[config.mk]
export PLATFORM = sky130hd
export DESIGN_NAME = fbio_master_flat
export DESIGN_NICKNAME = d
export VERILOG_FILES = /design/src/rtl/fbio_pkg.sv /design/src/rtl/fbio_link_if.sv /design/src/rtl/fbio_master.sv /design/src/flat_wrapper.sv
export SDC_FILE = /design/constraint.sdc
export NUM_CORES = 1
export LEC_CHECK = 0
export BUFFER_PORTS_ARGS = -buffer_cell sky130_fd_sc_hd__buf_2
export CAP_MARGIN = 5
export CORE_AREA = 2 2 126 128
export CTS_CLUSTER_SIZE = 40
export DETAILED_ROUTE_END_ITERATION = 10
export DIE_AREA = 0 0 128 130
export PLACE_DENSITY_LB_ADDON = 0.08
export SETUP_SLACK_MARGIN = 0.05
export SYNTH_ARGS = -nofsm -noshare
export SYNTH_HDL_FRONTEND = slang
export SYNTH_SLANG_ARGS = --single-unit
[constraint.sdc]
create_clock -name mclk -period 3 [get_ports mclk]
set_clock_uncertainty 0.2 [all_clocks]
set_input_delay 0.6 -clock mclk [delete_from_list [all_inputs] [get_ports mclk]]
set_output_delay 0.6 -clock mclk [all_outputs]
set_load 0.02 [all_outputs]
[src/rtl/fbio_pkg.sv]
package fbio_pkg;
    // Clock and command execution time
    localparam int unsigned CLK_NS    = 50;
    localparam int unsigned EXEC_NS   = 200;
    localparam int unsigned EXEC_CYC  = (EXEC_NS + CLK_NS - 1) / CLK_NS;
    localparam logic [2:0]  EXEC_LAST = 3'(EXEC_CYC - 1);

    // Remote input bit positions (device to master)
    localparam int RX_UPPER   = 1;
    localparam int RX_OK      = 2;
    localparam int RX_LOWER   = 3;
    localparam int RX_MEM0    = 10;
    localparam int RX_MEM1    = 11;
    localparam int RX_ERRFLAG = 26;
    localparam int RX_READY   = 27;

    // Remote output bit positions (master to device)
    localparam int RY_INDMODE = 5;
    localparam int RY_LOCK    = 8;
    localparam int RY_MEM0    = 10;
    localparam int RY_MEM1    = 11;
    localparam int RY_HOLDSEL = 15;

    // Measurement flag inputs and the remote input bit each lands on
    localparam int STAT_W = 10;
    localparam int MF_RXBIT [STAT_W] = '{1, 2, 3, 5, 6, 7, 8, 9, 14, 15};

    // Command space: a small settings table
    localparam int          SET_N    = 4;
    localparam logic [15:0] CMD_BASE = 16'h03e9;
    localparam logic [15:0] CMD_ERR  = 16'hffff;

    // Controller register offsets
    localparam logic [7:0] OFS_RYOUT   = 8'h00;
    localparam logic [7:0] OFS_RXIN    = 8'h04;
    localparam logic [7:0] OFS_CMDNO   = 8'h08;
    localparam logic [7:0] OFS_CMDDATA = 8'h0c;
    localparam logic [7:0] OFS_GO      = 8'h10;
    localparam logic [7:0] OFS_STAT    = 8'h14;
    localparam logic [7:0] OFS_RSPNO   = 8'h18;
    localparam logic [7:0] OFS_RSPDATA = 8'h1c;
    localparam logic [7:0] OFS_IRQST   = 8'h20;
    localparam logic [7:0] OFS_IRQCLR  = 8'h24;
    localparam logic [7:0] OFS_IRQEN   = 8'h28;

    // Field positions
    localparam int GO_EXCL = 0;
    localparam int GO_CMD  = 1;
    localparam int GO_RD   = 2;
    localparam int IRQ_EX  = 0;
    localparam int IRQ_CM  = 1;
    localparam int IRQ_ERR = 2;
    localparam int ST_BUSY = 0;

    // Reset values
    localparam logic [31:0] RYOUT_RST = 32'h0000_0000;
    localparam logic [2:0]  IRQEN_RST = 3'h0;

    // Device command engine states
    typedef enum logic [2:0] {
        CM_IDLE = 3'b001,
        CM_EXEC = 3'b010,
        CM_DONE = 3'b100
    } fbio_cm_e;

    // Controller handshake states
    typedef enum logic [3:0] {
        HS_IDLE  = 4'b0001,
        HS_CHECK = 4'b0010,
        HS_WAIT  = 4'b0100,
        HS_DROP  = 4'b1000
    } fbio_hs_e;
endpackage

[src/rtl/fbio_link_if.sv]
`timescale 1ns/10ps
interface fbio_link_if;
    logic [31:0] rx;      // Remote inputs, device to master
    logic [31:0] ry;      // Remote outputs, master to device
    logic        exReq;   // Exclusive area request
    logic        cmReq;   // Common area request
    logic        rwReq;   // Read when high, write when low
    logic        exAck;   // Exclusive area response
    logic        cmAck;   // Common area response
    logic        rwAck;   // Direction echo
    logic [15:0] cmdNo;   // Command number
    logic [31:0] cmdData; // Command or exclusive data
    logic [15:0] rspNo;   // Command number response
    logic [31:0] rspData; // Command data response

    modport station (
        input  ry, exReq, cmReq, rwReq, cmdNo, cmdData,
        output rx, exAck, cmAck, rwAck, rspNo, rspData
    );
    modport master (
        output ry, exReq, cmReq, rwReq, cmdNo, cmdData,
        input  rx, exAck, cmAck, rwAck, rspNo, rspData
    );
endinterface // fbio_link_if

[src/rtl/fbio_master.sv]
`timescale 1ns/10ps
module fbio_master
    import fbio_pkg::*;
(
    input  wire logic        mclk,
    input  wire logic        rst_b,
    fbio_link_if.master      link,
    input  wire logic        psel,
    input  wire logic        penable,
    input  wire logic        pwrite,
    input  wire logic [7:0]  paddr,
    input  wire logic [31:0] pwdata,
    output logic [31:0]      prdata,
    output logic             pready,
    output logic             pslverr,
    output logic             irq
);
    // Whole state of the controller end
    typedef struct packed {
        logic [31:0] ryOut;   // Remote output image
        logic [15:0] cmdNo;   // Command number
        logic [31:0] cmdData; // Command or exclusive data
        logic        exReq;   // Exclusive request
        logic        cmReq;   // Common request
        logic        rwReq;   // Direction
        logic        isCmd;   // Running a command handshake
        logic [15:0] rspNo;   // Captured number response
        logic [31:0] rspData; // Captured data response
        logic [2:0]  irqSt;   // Sticky events
        logic [2:0]  irqEn;   // Event enables
        logic        irq;     // Interrupt level
        logic [31:0] prdata;  // Read data
        logic        pready;  // Access phase ready
        logic        pslverr; // Unmapped address
        fbio_hs_e    hsSt;    // Handshake state
    } fbio_ms_s;

    fbio_ms_s   q;
    fbio_ms_s   d;
    logic [2:0] irqSet;  // Events this cycle
    logic [2:0] irqClr;  // Clear mask from software
    logic       acc;     // Access phase completes now
    logic       known;   // Address is mapped
    logic       allOff;  // No request or response is up

    // Register map, handshake engine and interrupt logic
    always_comb
    begin
        d      = q;
        irqSet = 3'h0;
        irqClr = 3'h0;
        acc    = psel & penable & q.pready;
        allOff = ~(link.exAck | link.cmAck | link.rwAck
                   | q.exReq | q.cmReq);
        case (paddr)
            OFS_RYOUT, OFS_RXIN, OFS_CMDNO, OFS_CMDDATA, OFS_GO,
            OFS_STAT, OFS_RSPNO, OFS_RSPDATA, OFS_IRQST,
            OFS_IRQCLR, OFS_IRQEN: known = 1'b1;
            default:               known = 1'b0;
        endcase

        // No wait state: read data is set up during setup cycle
        d.pready  = psel & ~penable;
        d.pslverr = psel & ~penable & ~known;
        d.prdata  = 32'h0000_0000;
        if (psel && !penable && !pwrite)
        begin
            case (paddr)
                OFS_RYOUT:   d.prdata = q.ryOut;
                OFS_RXIN:    d.prdata = link.rx;
                OFS_CMDNO:   d.prdata = {16'h0000, q.cmdNo};
                OFS_CMDDATA: d.prdata = q.cmdData;
                OFS_STAT:    d.prdata[ST_BUSY] = (q.hsSt != HS_IDLE);
                OFS_RSPNO:   d.prdata = {16'h0000, q.rspNo};
                OFS_RSPDATA: d.prdata = q.rspData;
                OFS_IRQST:   d.prdata = {29'h0, q.irqSt};
                OFS_IRQEN:   d.prdata = {29'h0, q.irqEn};
                default:     d.prdata = 32'h0000_0000;
            endcase
        end

        // Writes land only on the completing access edge
        if (acc && pwrite)
        begin
            case (paddr)
                OFS_RYOUT:   d.ryOut   = pwdata;
                OFS_CMDNO:   d.cmdNo   = pwdata[15:0];
                OFS_CMDDATA: d.cmdData = pwdata;
                OFS_IRQCLR:  irqClr    = pwdata[2:0];
                OFS_IRQEN:   d.irqEn   = pwdata[2:0];
                OFS_GO:
                begin
                    // A start while busy is dropped silently
                    if (q.hsSt == HS_IDLE
                        && (pwdata[GO_EXCL] || pwdata[GO_CMD]))
                    begin
                        d.isCmd = pwdata[GO_CMD];
                        d.rwReq = pwdata[GO_CMD] & pwdata[GO_RD];
                        d.hsSt  = HS_CHECK;
                    end
                end
                default:
                begin
                end
            endcase
        end

        // Request/response handshake toward the station
        case (q.hsSt)
            HS_IDLE:
            begin
            end
            HS_CHECK:
            begin
                // Start only from a fully quiet link
                if (allOff)
                begin
                    d.exReq = ~q.isCmd;
                    d.cmReq = q.isCmd;
                    d.hsSt  = HS_WAIT;
                end
            end
            HS_WAIT:
            begin
                // Release only once the response is seen
                if (q.isCmd ? link.cmAck : link.exAck)
                begin
                    d.rspNo   = link.rspNo;
                    d.rspData = link.rspData;
                    d.exReq   = 1'b0;
                    d.cmReq   = 1'b0;
                    d.hsSt    = HS_DROP;
                end
            end
            HS_DROP:
            begin
                if (!link.exAck && !link.cmAck)
                begin
                    d.rwReq = 1'b0;
                    irqSet[IRQ_EX] = ~q.isCmd;
                    irqSet[IRQ_CM] = q.isCmd;
                    irqSet[IRQ_ERR] = q.isCmd
                                      & (q.rspNo == CMD_ERR);
                    d.hsSt = HS_IDLE;
                end
            end
            default:
            begin
                d.hsSt = HS_IDLE;
            end
        endcase

        // A new event wins over a clear in the same cycle
        d.irqSt = (q.irqSt & ~irqClr) | irqSet;
        d.irq   = |(d.irqSt & d.irqEn);
    end

    // Single register stage for the whole state
    always_ff @(posedge mclk)
    begin
        if (!rst_b)
        begin
            q       <= '0;
            q.ryOut <= RYOUT_RST;
            q.irqEn <= IRQEN_RST;
            q.hsSt  <= HS_IDLE;
        end
        else
        begin
            q <= d;
        end
    end

    // Outputs straight from the state flops
    assign link.ry      = q.ryOut;
    assign link.exReq   = q.exReq;
    assign link.cmReq   = q.cmReq;
    assign link.rwReq   = q.rwReq;
    assign link.cmdNo   = q.cmdNo;
    assign link.cmdData = q.cmdData;
    assign prdata       = q.prdata;
    assign pready       = q.pready;
    assign pslverr      = q.pslverr;
    assign irq          = q.irq;
endmodule // fbio_master

[src/flat_wrapper.sv]
// flat-port wrapper written by rule: the top's interface ports become plain ports
module fbio_master_flat import fbio_pkg::*;
  (mclk, rst_b, psel, penable, pwrite, paddr, pwdata, prdata, pready, pslverr, irq, link_ry, link_exReq, link_cmReq, link_rwReq, link_cmdNo, link_cmdData, link_rx, link_exAck, link_cmAck, link_rwAck, link_rspNo, link_rspData);
  fbio_link_if link_i ();
  input  wire logic mclk;
  input  wire logic rst_b;
  input  wire logic psel;
  input  wire logic penable;
  input  wire logic pwrite;
  input  wire logic [7:0] paddr;
  input  wire logic [31:0] pwdata;
  output logic [31:0] prdata;
  output logic pready;
  output logic pslverr;
  output logic irq;
  output wire logic [$bits(link_i.ry)-1:0] link_ry;
  output wire logic [$bits(link_i.exReq)-1:0] link_exReq;
  output wire logic [$bits(link_i.cmReq)-1:0] link_cmReq;
  output wire logic [$bits(link_i.rwReq)-1:0] link_rwReq;
  output wire logic [$bits(link_i.cmdNo)-1:0] link_cmdNo;
  output wire logic [$bits(link_i.cmdData)-1:0] link_cmdData;
  input wire logic [$bits(link_i.rx)-1:0] link_rx;
  input wire logic [$bits(link_i.exAck)-1:0] link_exAck;
  input wire logic [$bits(link_i.cmAck)-1:0] link_cmAck;
  input wire logic [$bits(link_i.rwAck)-1:0] link_rwAck;
  input wire logic [$bits(link_i.rspNo)-1:0] link_rspNo;
  input wire logic [$bits(link_i.rspData)-1:0] link_rspData;
  assign link_ry = link_i.ry;
  assign link_exReq = link_i.exReq;
  assign link_cmReq = link_i.cmReq;
  assign link_rwReq = link_i.rwReq;
  assign link_cmdNo = link_i.cmdNo;
  assign link_cmdData = link_i.cmdData;
  assign link_i.rx = link_rx;
  assign link_i.exAck = link_exAck;
  assign link_i.cmAck = link_cmAck;
  assign link_i.rwAck = link_rwAck;
  assign link_i.rspNo = link_rspNo;
  assign link_i.rspData = link_rspData;
  fbio_master u_core (.mclk(mclk), .rst_b(rst_b), .link(link_i), .psel(psel), .penable(penable), .pwrite(pwrite), .paddr(paddr), .pwdata(pwdata), .prdata(prdata), .pready(pready), .pslverr(pslverr), .irq(irq));
endmodule
==> results of run 1 <==
## power groups by stage
| stage | sequential [uW] | combinational, uW | clock, uW |
|---|---|---|---|
| CTS | 2350 | 217 | 2240 |
| global route | 2350 | 235 | 2350 |
| detailed placement | 2400 | 217 | 0 |
| floorplan | 2410 | 80.4 | 0 |
| global placement | 2400 | 219 | 0 |
| finish | 2350 | 219 | 2230 |
## Yosys cell counts (2+ instances only)
library cell	instances
a211o_1	2
a21boi_0	38
a21boi_1	90
a21oi_1	31
a221oi_1	9
a222oi_1	5
a22o_1	4
a22oi_1	50
a31oi_1	6
and2_1	4
and3_1	4
buf_2	22
buf_4	114
buf_6	7
clkbuf_1	31
dfxtp_1	177
inv_1	3
mux2i_1	14
nand2_1	277
nand2b_1	2
nand3_1	10
nand3b_1	2
nand4_1	6
nor2_1	21
nor2_2	2
nor2_4	2
nor2b_1	6
nor3_1	6
nor3_4	3
nor4b_1	3
nor4b_2	2
o21ai_0	10
o21ai_1	3
## per-stage QoR
stage	cell area, sq um	setup slack, ns	total power [uW]	std cells	hold slack (ns)
after floorplan	8337	0.7924	2486	988	0.2346
after global placement	8931	0.4018	2622	1280	0.2406
after detailed placement	8931	0.3629	2621	1280	0.2468
after CTS	9519	0.8018	4809	1310	0.1820
after global routing	9519	0.6744	4931	1310	0.1854
final	9522	0.7966	4795	1311	0.1950
## flip-flops by register name (all words and copies together) (netlist names), 16 cells and up
signal and flops:
u_core.link.cmdData 32, u_core.q 59, u_core.prdata 32, u_core.link.cmdNo 16, u_core.link.ry 32
## kinds of logic (layout without fill, tap and decap cells)
kind of cell | after synthesis | in the layout | synth area share
AOI/OAI and AO/OA | 256 | 256 | 0.2209
xor gates and xnor gates | 1 | 1 | 0.001051
buffers and inverters | 177 | 307 | 0.1406
DFF | 177 | 177 | 0.4250
muxes | 15 | 15 | 0.01816
other | 0 | 1 | 0
and+or+nand+nor | 362 | 362 | 0.1942
## critical path: stages
cell and delay (ns):
buf_2 0.14, or4_1 0.59, buf_4 0.20, nor2_1 0.28, buf_4 0.24, a221oi_1 0.12, a21oi_1 0.18
## area by class of cell
type | count | area [sq um] | area share
clock buffers | 22 | 484.2 | 0.05085
multi-input cells | 634 | 3640 | 0.3823
clock inverters | 8 | 103.9 | 0.01091
diodes | 1 | 2.502 | 0.0002628
repair buffers | 274 | 1496 | 0.1572
well taps | 192 | 240.2 | 0.02523
inverters | 3 | 11.26 | 0.001183
flip-flops and latches | 177 | 3543 | 0.3721
## routing by layer
metal | wire length [um] | share of wire | vias up
met5 | 0 | 0 | -
met1 | 10650 | 0.44 | 3430
met4 | 431 | 0.018 | 0
met3 | 1627 | 0.067 | 41
li1 | - | - | 3509
met2 | 11420 | 0.47 | 290
## worst max path at each step
stage	startpoint	to	slack, ns	cells past startpoint
floorplan	paddr[4]	u_core.irq	0.79	6
global placement	paddr[5]	u_core.prdata[11]	0.40	7
detailed placement	paddr[5]	u_core.prdata[11]	0.36	7
CTS	paddr[5]	u_core.prdata[11]	0.80	7
global route	u_core.q[1]	u_core.q[93]	0.67	5
finish	paddr[5]	u_core.prdata[11]	0.80	7
==> key figures, run 1 <==
Timing
  • Min Tclk post-route: 2.203 ns
  • Final period util: 0.7345
  • Final Hold Violating Endpoints: 0
  • Max-slew headroom: 0.5202
  • Max-slew violations: 0
  • RSZ-0062 raised after global routing: false
  • Final setup fails: 0
  • Worst Max-Slew Pin Slew: 0.7097 ns
  • Setup TNS: 0 ns
  • Fmax achieved: 453.8 MHz

Placed design
  • Final HPWL DP: 16.48 mm
  • IO Port Bufs: 245
  • Gpl congestion: 0.8345

Synth
  • Synth area leader: dfxtp_1
  • Dominant synthesized flop cell: dfxtp_1
  • Sequential area share after synthesis: 0.4250
  • Distinct cell type count after synthesis: 55
  • Syn Inst Count: 988
  • Area contributors post-synth: dfxtp_1 43%, nand2_1 12%, buf_4 10%, a21boi_1 8.1%, a22oi_1 4.5%
  • Number of synthesized flops with an enable pin: 0
  • Synth warn: 0
  • Synth top area share: 0.4250
  • Syn Nets: 1116
  • Syn_area_per_cell: 8.438 sq um
  • Flops & latches, synth: 177
  • Post-synthesis cell area: 8337 sq um
  • Async set-reset flop share out of synthesis: 0

GRT
  • Pin count of the biggest net entering global routing: 65
  • M2 GR Usage: 0.4709
  • Number of global-route vias before repair: 6584
  • First-pass GRT wire length: 36.36 mm
  • Initial antenna violation count: 1
  • Total grt overflow: 0
  • Met3 usage: 0.05904
  • Most Used Layer, Global Route: met2
  • M1 GR Usage: 0.3793
  • GRT Total Usage: 0.2857

Route
  • # DRC: 0
  • DR iter-0 viols: 606
  • Total number of vias: 7270
  • Via density: 5.545
  • Routed len/inst: 18.41 um
  • Total wire length: 24.13 mm
  • Antenna Nets Post-Route: 0
  • First-pass DRT Iterations: 6

Pwr
  • Power Dens Cells: 503.6 nW/um^2
  • Clk pwr share: 0.464
  • P_leak: 0.003801 uW
  • P_sw: 1031 uW
  • Seq pwr share: 0.490
  • Combinational power share: 0.046
  • Switching Fraction: 0.2150
  • Maximum VDD drop: 0.0004203 V
  • Int Power: 3764 uW

Floorplanning
  • Die area: 16640 sq um
  • Die W: 128 um
  • Core area: 15420 sq um
  • Rows: 46
  • Ports: 246
  • Initial Utilization: 0.5405
  • Die Y: 130 um

CTS
  • Hold-fix buffers, CTS: 0
  • H-tree levels: 4
  • TritonCTS clock tree: built
  • Worst-Skew Late Latency: 0.43 ns
  • Clk slew on worst S/H paths: 0.06 ns
  • Root buffer cell: clkbuf_16
  • Number of gates resized after CTS: 0
  • Post-CTS setup buffer count: 0
  • CTS Buf Count: 17
  • Clock Tree Buf Depth: 2
  • Clock sink count: 177

Setup path
  • Critical Path Fanout Max: 8
  • Worst setup EP type: register
  • CP Launch Type: primary input
  • R2R cell count: 5
  • Required time worst endpoint: 3.16 ns
  • CP arrival: 2.36 ns
  • WS Path Type: primary input to register
  • R2r endpoint: u_core.q[93]
  • Worst R2R Start: u_core.q[1]
  • Internal reg-to-reg setup slack: 0.86 ns

Min path
  • Worst hold endpoint: u_core.prdata[0]
  • Hold Path Depth: 2
  • HP Start: pwrite
  • Min-Delay Path Class: primary input to register

Run status
  • Status: complete, no violations

Final layout
  • Most common cell after layout, fill and taps aside: nand2_1
  • Util after Layout: 0.6173
  • Commonest cells after routing, fill and taps aside: 277 x nand2_1, 244 x buf_2, 177 x dfxtp_1
  • Nets: 1235
  • Share of cells above drive strength 1: 0.2871
  • Area grow syn2layout: 14.21%
  • Fillers: 1459

Flow run
  • Max-Cap Viols: 0
(Power assumes the default switching activity.)
==> run 2: changes to the inputs <==
--- a/config.mk
+++ b/config.mk
@@ -7,10 +7,10 @@
 export LEC_CHECK = 0
 export BUFFER_PORTS_ARGS = -buffer_cell sky130_fd_sc_hd__buf_2
 export CAP_MARGIN = 5
-export CORE_AREA = 2 2 126 128
+export CORE_AREA = 2 2 130 132
 export CTS_CLUSTER_SIZE = 40
 export DETAILED_ROUTE_END_ITERATION = 10
-export DIE_AREA = 0 0 128 130
+export DIE_AREA = 0 0 132 134
 export PLACE_DENSITY_LB_ADDON = 0.08
 export SETUP_SLACK_MARGIN = 0.05
 export SYNTH_ARGS = -nofsm -noshare
==> constraint.sdc (replaced) <==
create_clock -name mclk -period 2.1 [get_ports mclk]
set_clock_uncertainty 0.2 [all_clocks]
set_input_delay 0.42 -clock mclk [delete_from_list [all_inputs] [get_ports mclk]]
set_output_delay 0.42 -clock mclk [all_outputs]
set_load 0.02 [all_outputs]
==> run 2 against run 1 <==
  * Clock-buffer cell count did not move
  * Sequential power rose by 43%
  * Clock power rose by 38%
  * Largest power group unchanged
  * Critical path depth did not move
  * Critical path type unchanged
  * Hold slack got worse by 0.17 ns
  * First-iteration DRC count rose by 2.6%
  * Global-route usage fell by 0.30 points
  * Non-clock buffer count rose by 52
  * Core utilization fell by 0.35 points
==> key figures, run 2 (synthesis results as in run 1) <==
Route
  • Total number of vias: 7466 (was 7270)
  • # DRC: 0 (unchanged)
  • Via density: 5.364 (was 5.545)
  • First-pass DRT Iterations: 8 (was 6)
  • Total wire length: 25.12 mm (was 24.13 mm)
  • DR iter-0 viols: 622 (was 606)
  • Met3 Routed Length: 1.572 mm (was 1.627 mm)
  • Metal-1 WL: 11.05 mm (was 10.65 mm)
  • Antenna Nets Post-Route: 0 (unchanged)
  • Top sig layer: met4 (unchanged)
  • Metal2 WL: 11.89 mm (was 11.42 mm)
  • Routed len/inst: 18.04 um (was 18.41 um)

Floorplanning
  • Die W: 132 um (was 128 um)
  • Die area: 17690 sq um (was 16640 sq um)
  • Die Y: 134 um (was 130 um)
  • Ports: 246 (unchanged)
  • Rows: 47 (was 46)
  • Initial Utilization: 0.5118 (was 0.5405)
  • Core area: 16290 sq um (was 15420 sq um)

Setup path
  • R2R cell count: 7 (was 5)
  • Worst setup EP type: register (unchanged)
  • Worst R2R Start: u_core.q[2] (was u_core.q[1])
  • Internal reg-to-reg setup slack: 0.20 ns (was 0.86 ns)
  • Critical Path Fanout Max: 27 (was 8)
  • WS Path Type: primary input to register (unchanged)
  • Required time worst endpoint: 2.24 ns (was 3.16 ns)
  • Crit path capture: u_core.link.ry[23] (was u_core.prdata[11])
  • CP Launch Type: primary input (unchanged)
  • CP arrival: 2.08 ns (was 2.36 ns)
  • R2r endpoint: u_core.q[88] (was u_core.q[93])
  • Crit. Startpoint: paddr[5] (unchanged)

Timing
  • Max-slew headroom: 0.5734 (was 0.5202)
  • RSZ-0062 raised after global routing: false (unchanged)
  • Hold_ws: 0.02339 ns (was 0.1950 ns)
  • Max-slew violations: 0 (unchanged)
  • Worst Max-Slew Pin Slew: 0.6398 ns (was 0.7097 ns)
  • Min Tclk post-route: 1.935 ns
  • Final Hold Violating Endpoints: 0 (unchanged)
  • Fmax achieved: 516.8 MHz
  • Final period util: 0.9214
  • Setup TNS: 0 ns (unchanged)
  • Final setup fails: 0 (unchanged)

Final layout
  • Max FFs per register: 59 (unchanged)
  • Area of the multi-input gates: 3641 sq um (was 3640 sq um)
  • Reg area: 3543 sq um (unchanged)
  • Share of cells above drive strength 1: 0.3200 (was 0.2871)
  • N_diodes: 0 (was 1)
  • Most flops, register: u_core.q (unchanged)
  • Area grow syn2layout: 19.93% (was 14.21%)
  • Nets: 1287 (was 1235)
  • Fin cells: 1392 (was 1311)
  • Fillers: 1536 (was 1459)
  • Most common cell after layout, fill and taps aside: nand2_1 (unchanged)
  • Commonest cells after routing, fill and taps aside: 277 x nand2_1, 244 x buf_2, 177 x dfxtp_1 (unchanged)

GRT
  • GRT Total Usage: 0.2826 (was 0.2857)
  • First-pass GRT wire length: 39.00 mm (was 36.36 mm)
  • Pin count of the biggest net entering global routing: 76 (was 65)
  • Number of global-route vias before repair: 7166 (was 6584)
  • Initial antenna violation count: 0 (was 1)
  • Total grt overflow: 0 (unchanged)

Placed design
  • Final HPWL DP: 18.23 mm (was 16.48 mm)
  • IO Port Bufs: 245 (unchanged)
  • DP Cell Count: 1360 (was 1280)
  • Gpl congestion: 0.8359 (was 0.8345)

CTS
  • Hold-fix buffers, CTS: 0 (unchanged)
  • Clk slew on worst S/H paths: 0.07 ns (was 0.06 ns)
  • Clock Tree Buf Depth: 2 (unchanged)
  • Worst-Skew Late Latency: 0.42 ns (was 0.43 ns)
  • CTS Buf Count: 17 (unchanged)
  • Root buffer cell: clkbuf_16 (unchanged)
  • Post-CTS setup buffer count: 0 (unchanged)
  • H-tree levels: 4 (unchanged)
  • Clock sink count: 177 (unchanged)
  • TritonCTS clock tree: built (unchanged)
  • Number of gates resized after CTS: 0 (unchanged)

Flow run
  • Max-Cap Viols: 0 (unchanged)

Min path
  • Min-Delay Path Class: primary input to register (unchanged)

Pwr
  • Power Dens Cells: 677.1 nW/um^2 (was 503.6 nW/um^2)
  • P_leak: 0.004058 uW (was 0.003801 uW)
  • Maximum VDD drop: 0.0005339 V (was 0.0004203 V)

Run status
  • Status: complete, no violations (unchanged)
[run 2: cell count changes in the layout (fill, tap and decap cells not counted), sizes merged]
cell	previous run	this run
buf	274	326
clkinvlp	1	4
bufinv	2	1
clkinv	4	3
diode	1	0
inv	4	5
[run 2: worst min path at each step]
| stage | from | endpoint | slack [ns] | cells past startpoint |
|---|---|---|---|---|
| final | pwrite | u_core.prdata[0] | 0.02 | 2 |
| after global routing | pwrite | u_core.prdata[0] | 0.02 | 2 |
| after CTS | pwrite | u_core.prdata[0] | 0.01 | 2 |
| after detailed placement | u_core.q[62] | u_core.q[62] | 0.24 | 2 |
| after global placement | u_core.q[63] | u_core.q[63] | 0.24 | 2 |
| after floorplan | u_core.q[60] | u_core.q[60] | 0.23 | 2 |
[run 2: cell type report]
type                    count  share of cell area
repair buffers            326              0.1953
flip-flops and latches    177              0.3544
inverters                   3            0.001126
clock buffers              22             0.04743
well taps                 220             0.02753
multi-input cells         634              0.3642
clock inverters            10             0.01001
[run 2: per-layer routing]
layer | vias to the layer above | GRT usage
li1 | 3608 | -
met1 | 3515 | 0.3667
met2 | 303 | 0.4748
met3 | 40 | 0.05102
met4 | 0 | 0.09903
met5 | - | 0
[run 2: worst max-delay path, stage by stage]
cell	delay (ns)
buf_2	0.10
or4_1	0.65
buf_4	0.23
nor3_4	0.23
buf_12	0.22
nand2_1	0.09
a21boi_1	0.14
[run 2: where the power goes]
| part | switching, uW | internal [uW] | total, uW | leakage [uW] |
|---|---|---|---|---|
| Sequential | 1.01 | 3360 | 3360 | 0.00143 |
| Clock | 1330 | 1740 | 3070 | 0.000269 |
| Combinational | 171 | 173 | 344 | 0.00236 |
| Total | 1500 | 5270 | 6770 | 0.00406 |
[run 2: metrics by stage]
stage | utilization | power (uW) | cell area [sq um] | setup slack [ns]
finish | 0.6138 | 6770 | 9998 | 0.1652
global route | 0.6138 | 6988 | 9998 | 0.05683
global placement | 0.5783 | 3778 | 9420 | -0.2016
floorplan | - | 3551 | 8337 | 0.07241
detailed placement | 0.5783 | 3773 | 9420 | -0.2482
CTS | 0.6136 | 6813 | 9995 | 0.1369
